[src/hw/tfr_pkg.sv]
package tfr_pkg;

    // ----------------------------------------
    // Register word offsets (byte addresses)
    // ----------------------------------------
    localparam logic [7:0] ADDR_COUNT_HIGH = 8'h00;
    localparam logic [7:0] ADDR_COUNT_LOW = 8'h04;
    localparam logic [7:0] ADDR_ALT_HIGH = 8'h08;
    localparam logic [7:0] ADDR_ALT_LOW = 8'h0c;
    localparam logic [7:0] ADDR_STATUS = 8'h10;
    localparam logic [7:0] ADDR_CONTROL_ONE = 8'h14;
    localparam logic [7:0] ADDR_CONTROL_TWO = 8'h18;

    // ----------------------------------------
    // Field positions
    // ----------------------------------------
    localparam int STATUS_OVF_BIT = 5;
    localparam int CONTROL_ONE_OVERFLOW_IRQ_ENABLE_BIT = 5;
    localparam int CONTROL_TWO_EDGE_BIT = 0;
    localparam int CONTROL_TWO_CC_LSB = 2;

    // ----------------------------------------
    // Values
    // ----------------------------------------
    localparam logic [15:0] COUNT_RESET = 16'hfffc;
    localparam logic [15:0] COUNT_MAX = 16'hffff;
    localparam logic [1:0] CC_DIV4 = 2'h0;
    localparam logic [1:0] CC_DIV2 = 2'h1;
    localparam logic [1:0] CC_DIV8 = 2'h2;
    localparam logic [1:0] CC_EXT = 2'h3;
    localparam logic [2:0] PRESC_DIV2_MASK = 3'h1;
    localparam logic [2:0] PRESC_DIV4_MASK = 3'h3;
    localparam logic [2:0] PRESC_DIV8_MASK = 3'h7;

    typedef struct packed {
        logic [7:0] adr;
        logic [7:0] dat;
        logic we;
        logic [3:0] sel;
        logic cyc;
        logic stb;
    } tfr_wb_req_t;

    typedef struct packed {
        logic [31:0] dat;
        logic ack;
    } tfr_wb_rsp_t;

    typedef struct packed {
        logic [15:0] count;
        logic [2:0] presc;
        logic [7:0] low_buffer;
        logic buffer_held;
        logic ovf;
        logic ovf_armed;
        logic overflow_irq_enable;
        logic [1:0] cc;
        logic edge_sel;
        logic [2:0] ext_sync;
        logic ext_prev;
        logic fall_tick;
        tfr_wb_rsp_t rsp;
        logic irq;
    } tfr_state_t;

endpackage : tfr_pkg

[src/hw/tfr_timer.sv]
`timescale 1ns/1ps
// Behaviour
// - A 16-bit up-counter runs freely behind a programmable prescaler.
// - Counter clock is CPU clock over 2, 4 or 8, or the external pin.
// - Writing either low counter byte reloads the counter with FFFCh.
// - FFFCh is the only value ever loaded, in every mode.
// - Two read-only register pairs give the same count; alternate low spares the flag.
// - Reading the high byte first latches the low byte for a coherent read.
// - The latched low byte holds until the low byte is read.
// - After a completed sequence a lone low read returns the live low byte.
// - Rolling over from FFFFh to 0000h sets the overflow flag.
// - Interrupt asserts while enable set and CPU mask clear; otherwise stays pending.
// - Flag clears after a status read with flag set, then a low byte access.
// - Accesses to the alternate low byte never clear the overflow flag.
// - Counting goes on unchanged in wait mode.
// - Halt freezes the counter; interrupt wake resumes, reset wake restarts.
// - With the external clock, the edge-select bit picks the active edge.
// - Counter updates are aligned to the CPU clock edge.
// - An unbonded timer input reads as constant one.
// - Two such timers share nothing and start in step after reset.
module tfr_timer #(
    parameter bit EXT_PIN_BONDED = 1'b1
) (
    input wire logic core_clk,
    input wire logic arst_n,
    input wire tfr_pkg::tfr_wb_req_t wb_req,
    output tfr_pkg::tfr_wb_rsp_t wb_rsp,
    input wire logic ext_clock_pin,
    input wire logic halt_mode,
    input wire logic wait_mode,
    input wire logic cpu_irq_mask,
    output logic timer_irq
);
    import tfr_pkg::*;

    initial
    begin
        if (EXT_PIN_BONDED !== 1'b0 && EXT_PIN_BONDED !== 1'b1)
        begin
            $error("EXT_PIN_BONDED must be 0 or 1");
        end
    end

    // ----------------------------------------
    // Helpers
    // ----------------------------------------
    function automatic logic addr_hit(input tfr_wb_req_t r, input logic [7:0] a);
        addr_hit = (r.adr[7:2] == a[7:2]);
    endfunction : addr_hit

    function automatic logic [2:0] presc_mask(input logic [1:0] cc);
        unique case (cc)
            CC_DIV2: presc_mask = PRESC_DIV2_MASK;
            CC_DIV4: presc_mask = PRESC_DIV4_MASK;
            default: presc_mask = PRESC_DIV8_MASK;
        endcase
    endfunction : presc_mask

    tfr_state_t state;
    tfr_state_t next_state;

    logic ext_in;
    logic access;
    logic rd;
    logic wr;
    logic tick;
    logic ext_now;
    logic ext_edge;
    logic wrap;
    logic status_rd;
    logic low_access;
    logic alt_low_access;
    logic high_rd;
    logic reload;
    logic [7:0] rdata;

    assign ext_in = EXT_PIN_BONDED ? ext_clock_pin : 1'b1;

    // ----------------------------------------
    // Next state
    // ----------------------------------------
    always_comb
    begin
        next_state = state;
        access = wb_req.cyc && wb_req.stb && !state.rsp.ack && wb_req.sel[0];
        rd = access && !wb_req.we;
        wr = access && wb_req.we;
        status_rd = rd && addr_hit(wb_req, ADDR_STATUS);
        low_access = access && addr_hit(wb_req, ADDR_COUNT_LOW);
        alt_low_access = access && addr_hit(wb_req, ADDR_ALT_LOW);
        high_rd = rd && (addr_hit(wb_req, ADDR_COUNT_HIGH) || addr_hit(wb_req, ADDR_ALT_HIGH));
        reload = wr && (addr_hit(wb_req, ADDR_COUNT_LOW) || addr_hit(wb_req, ADDR_ALT_LOW));

        // Pin synchroniser; stage 0 feeds stage 1 only
        next_state.ext_sync = {state.ext_sync[1:0], ext_in};
        ext_now = state.ext_sync[1];
        if (state.ext_sync[2] == state.ext_sync[1])
        begin
            next_state.ext_prev = ext_now;
        end
        ext_edge = (state.ext_sync[2] == state.ext_sync[1]) && (ext_now != state.ext_prev)
            && (ext_now == state.edge_sel);

        // Half-rate phase mirrors the CPU falling edge slot
        next_state.fall_tick = !state.fall_tick;
        tick = 1'b0;
        if (!halt_mode)
        begin
            if (state.cc == CC_EXT)
            begin
                tick = ext_edge;
            end
            else
            begin
                next_state.presc = state.presc + 3'h1;
                tick = ((state.presc & presc_mask(state.cc)) == presc_mask(state.cc));
            end
        end
        wrap = tick && (state.count == COUNT_MAX) && !reload;

        if (reload)
        begin
            next_state.count = COUNT_RESET;
            next_state.presc = 3'h0;
        end
        else if (tick)
        begin
            next_state.count = state.count + 16'h0001;
        end

        // Coherent 16-bit read
        rdata = 8'h00;
        if (high_rd && !state.buffer_held)
        begin
            next_state.low_buffer = state.count[7:0];
            next_state.buffer_held = 1'b1;
        end
        if (rd && (addr_hit(wb_req, ADDR_COUNT_LOW) || addr_hit(wb_req, ADDR_ALT_LOW)))
        begin
            next_state.buffer_held = 1'b0;
        end
        if (addr_hit(wb_req, ADDR_COUNT_HIGH) || addr_hit(wb_req, ADDR_ALT_HIGH))
        begin
            rdata = state.count[15:8];
        end
        else if (addr_hit(wb_req, ADDR_COUNT_LOW) || addr_hit(wb_req, ADDR_ALT_LOW))
        begin
            rdata = state.buffer_held ? state.low_buffer : state.count[7:0];
        end
        else if (addr_hit(wb_req, ADDR_STATUS))
        begin
            rdata[STATUS_OVF_BIT] = state.ovf;
        end
        else if (addr_hit(wb_req, ADDR_CONTROL_ONE))
        begin
            rdata[CONTROL_ONE_OVERFLOW_IRQ_ENABLE_BIT] = state.overflow_irq_enable;
        end
        else if (addr_hit(wb_req, ADDR_CONTROL_TWO))
        begin
            rdata[CONTROL_TWO_CC_LSB +: 2] = state.cc;
            rdata[CONTROL_TWO_EDGE_BIT] = state.edge_sel;
        end

        // Overflow flag and its two-step clear
        if (status_rd && state.ovf)
        begin
            next_state.ovf_armed = 1'b1;
        end
        if (low_access && state.ovf_armed && !alt_low_access)
        begin
            next_state.ovf = 1'b0;
            next_state.ovf_armed = 1'b0;
        end
        if (wrap)
        begin
            next_state.ovf = 1'b1;
        end

        if (wr && addr_hit(wb_req, ADDR_CONTROL_ONE))
        begin
            next_state.overflow_irq_enable = wb_req.dat[CONTROL_ONE_OVERFLOW_IRQ_ENABLE_BIT];
        end
        if (wr && addr_hit(wb_req, ADDR_CONTROL_TWO))
        begin
            next_state.cc = wb_req.dat[CONTROL_TWO_CC_LSB +: 2];
            next_state.edge_sel = wb_req.dat[CONTROL_TWO_EDGE_BIT];
        end

        next_state.rsp.ack = wb_req.cyc && wb_req.stb && !state.rsp.ack;
        next_state.rsp.dat = {24'h000000, rdata};
        next_state.irq = next_state.ovf && state.overflow_irq_enable && !cpu_irq_mask;
    end

    // ----------------------------------------
    // State register
    // ----------------------------------------
    always_ff @(posedge core_clk or negedge arst_n)
    begin
        if (!arst_n)
        begin
            state <= '0;
            state.count <= COUNT_RESET;
            state.ext_sync <= 3'h7;
            state.ext_prev <= 1'b1;
        end
        else
        begin
            state <= next_state;
        end
    end

    assign wb_rsp = state.rsp;
    assign timer_irq = state.irq;

endmodule : tfr_timer

[config.mk]
export PLATFORM = sky130hd
export DESIGN_NAME = tfr_timer
export DESIGN_NICKNAME = d
export VERILOG_FILES = /design/src/hw/tfr_pkg.sv /design/src/hw/tfr_timer.sv
export SDC_FILE = /design/constraint.sdc
export NUM_CORES = 1
export LEC_CHECK = 0
export BUFFER_PORTS_ARGS = -buffer_cell sky130_fd_sc_hd__buf_2
export CORE_MARGIN = 8
export CORE_UTILIZATION = 50
export DETAILED_ROUTE_END_ITERATION = 16
export GPL_ROUTABILITY_DRIVEN = 0
export GPL_TIMING_DRIVEN = 0
export PLACE_DENSITY_LB_ADDON = 0.08
export SLEW_MARGIN = 20
export SYNTH_ARGS = -nofsm -noshare
export SYNTH_HDL_FRONTEND = slang
export SYNTH_SLANG_ARGS = --single-unit
[constraint.sdc]
create_clock -name core_clk -period 2.57 [get_ports core_clk]
set_input_delay 0.3855 -clock core_clk [delete_from_list [all_inputs] [get_ports core_clk]]
set_output_delay 0.3855 -clock core_clk [all_outputs]
set_load 0.01 [all_outputs]
==> metrics <==
final setup TNS=0 ns; CTS Hold Bufs=0; Critical Path Fanout Max=7; Avg Inst Size Synth=10.2 um2; Reg2Reg Depth=4; I/O pins=63; CTS tree=done; Avg WL per Cell=14.3 um; worst skew pair latency=0.30 ns; Cell Chain, Critical Path=or4b_1 > a2111o_1 > a211oi_1 > mux2i_1; initial antenna violation count=0; DRC violations left=0; Critical Path Sink Type=flip-flop; share of cells above drive strength 1=31.3%; P per Cell Area=588 nW/um2; Post-Syn Area=2760 um2; via count=2014; PortBufs=27; drt pass-1 iters=6; Synth async-reset ratio=100%; total core area=5410 um2; Diodes inserted=0; sequential area share after synthesis=44.4%; Die Height=90.2 um; crit-path leading delay family=compound AO/OA/AOI/OAI gates; Setup crit start=state[35]; LEAKAGE=1.39 nW; Starting Density=51.0%; max incr delay on CP=0.57 ns; max cap viols=0; root buffer cell=clkbuf_8; final worst slack=0.305 ns; final hold vios=0; Bufs on Longest Clock Path=2; vias per std cell=5.02; Final period util=88.1%; Reg-to-Reg Start=state[35]; worst path bufs/invs=0; Post-synth EDFFs=0; width of the chip=90.2 um; Post-Route WL=5740 um; TritonCTS Sinks=48; Main synth FF type=dfrtp_1; Clock Pin Slew Worst Setup and Hold Paths=0.09 ns; first-pass GRT wire length=9580 um; # setup viols final=0; CTS buffer count=5; largest net degree at the start of global routing=49; Area growth syn-to-layout=14.9%; Rel. slew slack=47.4%; Startpoint Class=flip-flop; Hold Slack=0.0898 ns; Synth Instances=271; critical path type=reg -> reg; CP Data Required Time=2.80 ns; Placement Rows=27; number of global-route vias before repair=1947; Final ANT Viol Nets=0; WP depth=4; Reg2Reg Capture Point=state[71]; GRT Total Usage=14.2%; Post-DP HPWL=4210 um; fill count=485; Distinct cells, synth=47; Final Max Slew Viols=0; CP arrival=2.49 ns; htree depth=2; pre-CTS WS=0.118 ns; Setup crit end=state[71]; Initial DRC Count=91; Yosys reg bits=48; synth warn=0; peak supply drop=404 uV; R2R Setup Slk=0.30 ns; area of the multi-input gates=1310 um2; fin crit period=2.27 ns; RSZ-0062 raised after global routing=false; slowest cell on the critical path=a2111o_1; Worst Tran Pin Value=0.790 ns; status=complete, no violations; die area=8140 um2; Layout Nets=359; Max Fclk=441 MHz; global route overflow=0; CTS resizes=0; # Post-CTS Setup Buffers=0; Reg area=1220 um2; Final Skew=0.00504 ns; worst hold path class=in -> async; Final Power=1.86 mW
## flip-flops by register name, indices dropped and copies added, names as in the netlist
| name | count |
|---|---|
| state | 36 |
| ext_now | 1 |
| next_state | 1 |
| timer_irq | 1 |
| wb_rsp | 9 |
## cells in the final DEF (no fill, tap or decap), types with 7 or more instances in the layout
cell type | synthesis | routed
mux2_2 | 13 | 13
a21oi_1 | 15 | 15
buf_4 | 33 | 34
nor2_1 | 23 | 23
clkbuf_1 | 9 | 9
nand2_1 | 18 | 18
dfstp_2 | 18 | 18
buf_2 | 0 | 26
o21ai_0 | 7 | 7
mux2i_1 | 21 | 21
nand3_1 | 7 | 7
conb_1 | 1 | 24
dfrtp_1 | 30 | 30
and2_1 | 12 | 12
## worst min path at each step
stage / from / end / slack (ns) / depth (start not counted)
finish: arst_n / wb_rsp[6] / 0.09 / 1
global route: arst_n / wb_rsp[1] / 0.13 / 1
CTS: ext_clock_pin / next_state[37] / 0.17 / 1
detailed placement: next_state[37] / ext_now / 0.35 / 0
global placement: next_state[37] / ext_now / 0.35 / 0
floorplan: arst_n / state[39] / 0.09 / 0
## final cells by class
cell class,instances,area share [%]
Buffer,43,9.25
Tap cell,72,2.84
Multi-Input combinational cell,200,41.5
Inverter,3,0.356
Sequential cell,48,38.6
Clock buffer,6,2.61
Timing Repair Buffer,27,4.35
Clock inverter,2,0.474
## per-stage QoR
stage,area [um2],instances,util (%)
2_1_floorplan,2840,294,-
3_3_place_gp,3070,393,56.7
3_5_place_dp,3070,393,56.7
4_1_cts,3160,401,58.5
5_1_grt,3170,401,58.6
6_report,3170,401,58.6
## per-layer routing
| metal | vias up | global-route usage [%] | wire, um |
|---|---|---|---|
| met5 | - | 0 | 0 |
| met2 | 24 | 24.3 | 2850 |
| met4 | 0 | 4.16 | 51 |
| met1 | 964 | 17.4 | 2660 |
| li1 | 1021 | - | - |
| met3 | 5 | 3.16 | 172 |
## synth_stat cells (3+ instances only)
master	number	area (um2)
a21oi_1	15	75.1
a2bb2oi_1	3	26.3
and4_1	3	26.3
a21boi_0	3	22.5
nand4b_1	4	35.0
a211oi_1	4	30.0
nand2b_1	3	18.8
nor3_1	6	30.0
nand4_1	4	25.0
nand2_1	18	67.6
dfstp_2	18	473
buf_4	33	248
o21ai_0	7	35.0
a211o_1	3	26.3
dfrtp_1	30	751
nor2_1	23	86.3
inv_1	3	11.3
nand3_1	7	35.0
mux2_2	13	146
and2_1	12	75.1
clkbuf_1	9	33.8
mux2i_1	21	210
nor2b_1	3	18.8
## power by group
part / internal, mW / switching, mW
clock network: 0.218 / 0.261
registers: 0.878 / 0.125
logic: 0.192 / 0.186
## kinds of logic after synthesis
group / Yosys count / synth area share, %
xor gates and xnor gates: 2 / 0.636
adders and majority gates: 3 / 1.27
other: 1 / 0.136
AOI/OAI and AO/OA: 46 / 11.5
muxes: 34 / 12.9
buffers and inverters: 46 / 11.0
and+or+nand+nor: 91 / 18.0
DFF: 48 / 44.4
(Power assumes the default switching activity.)
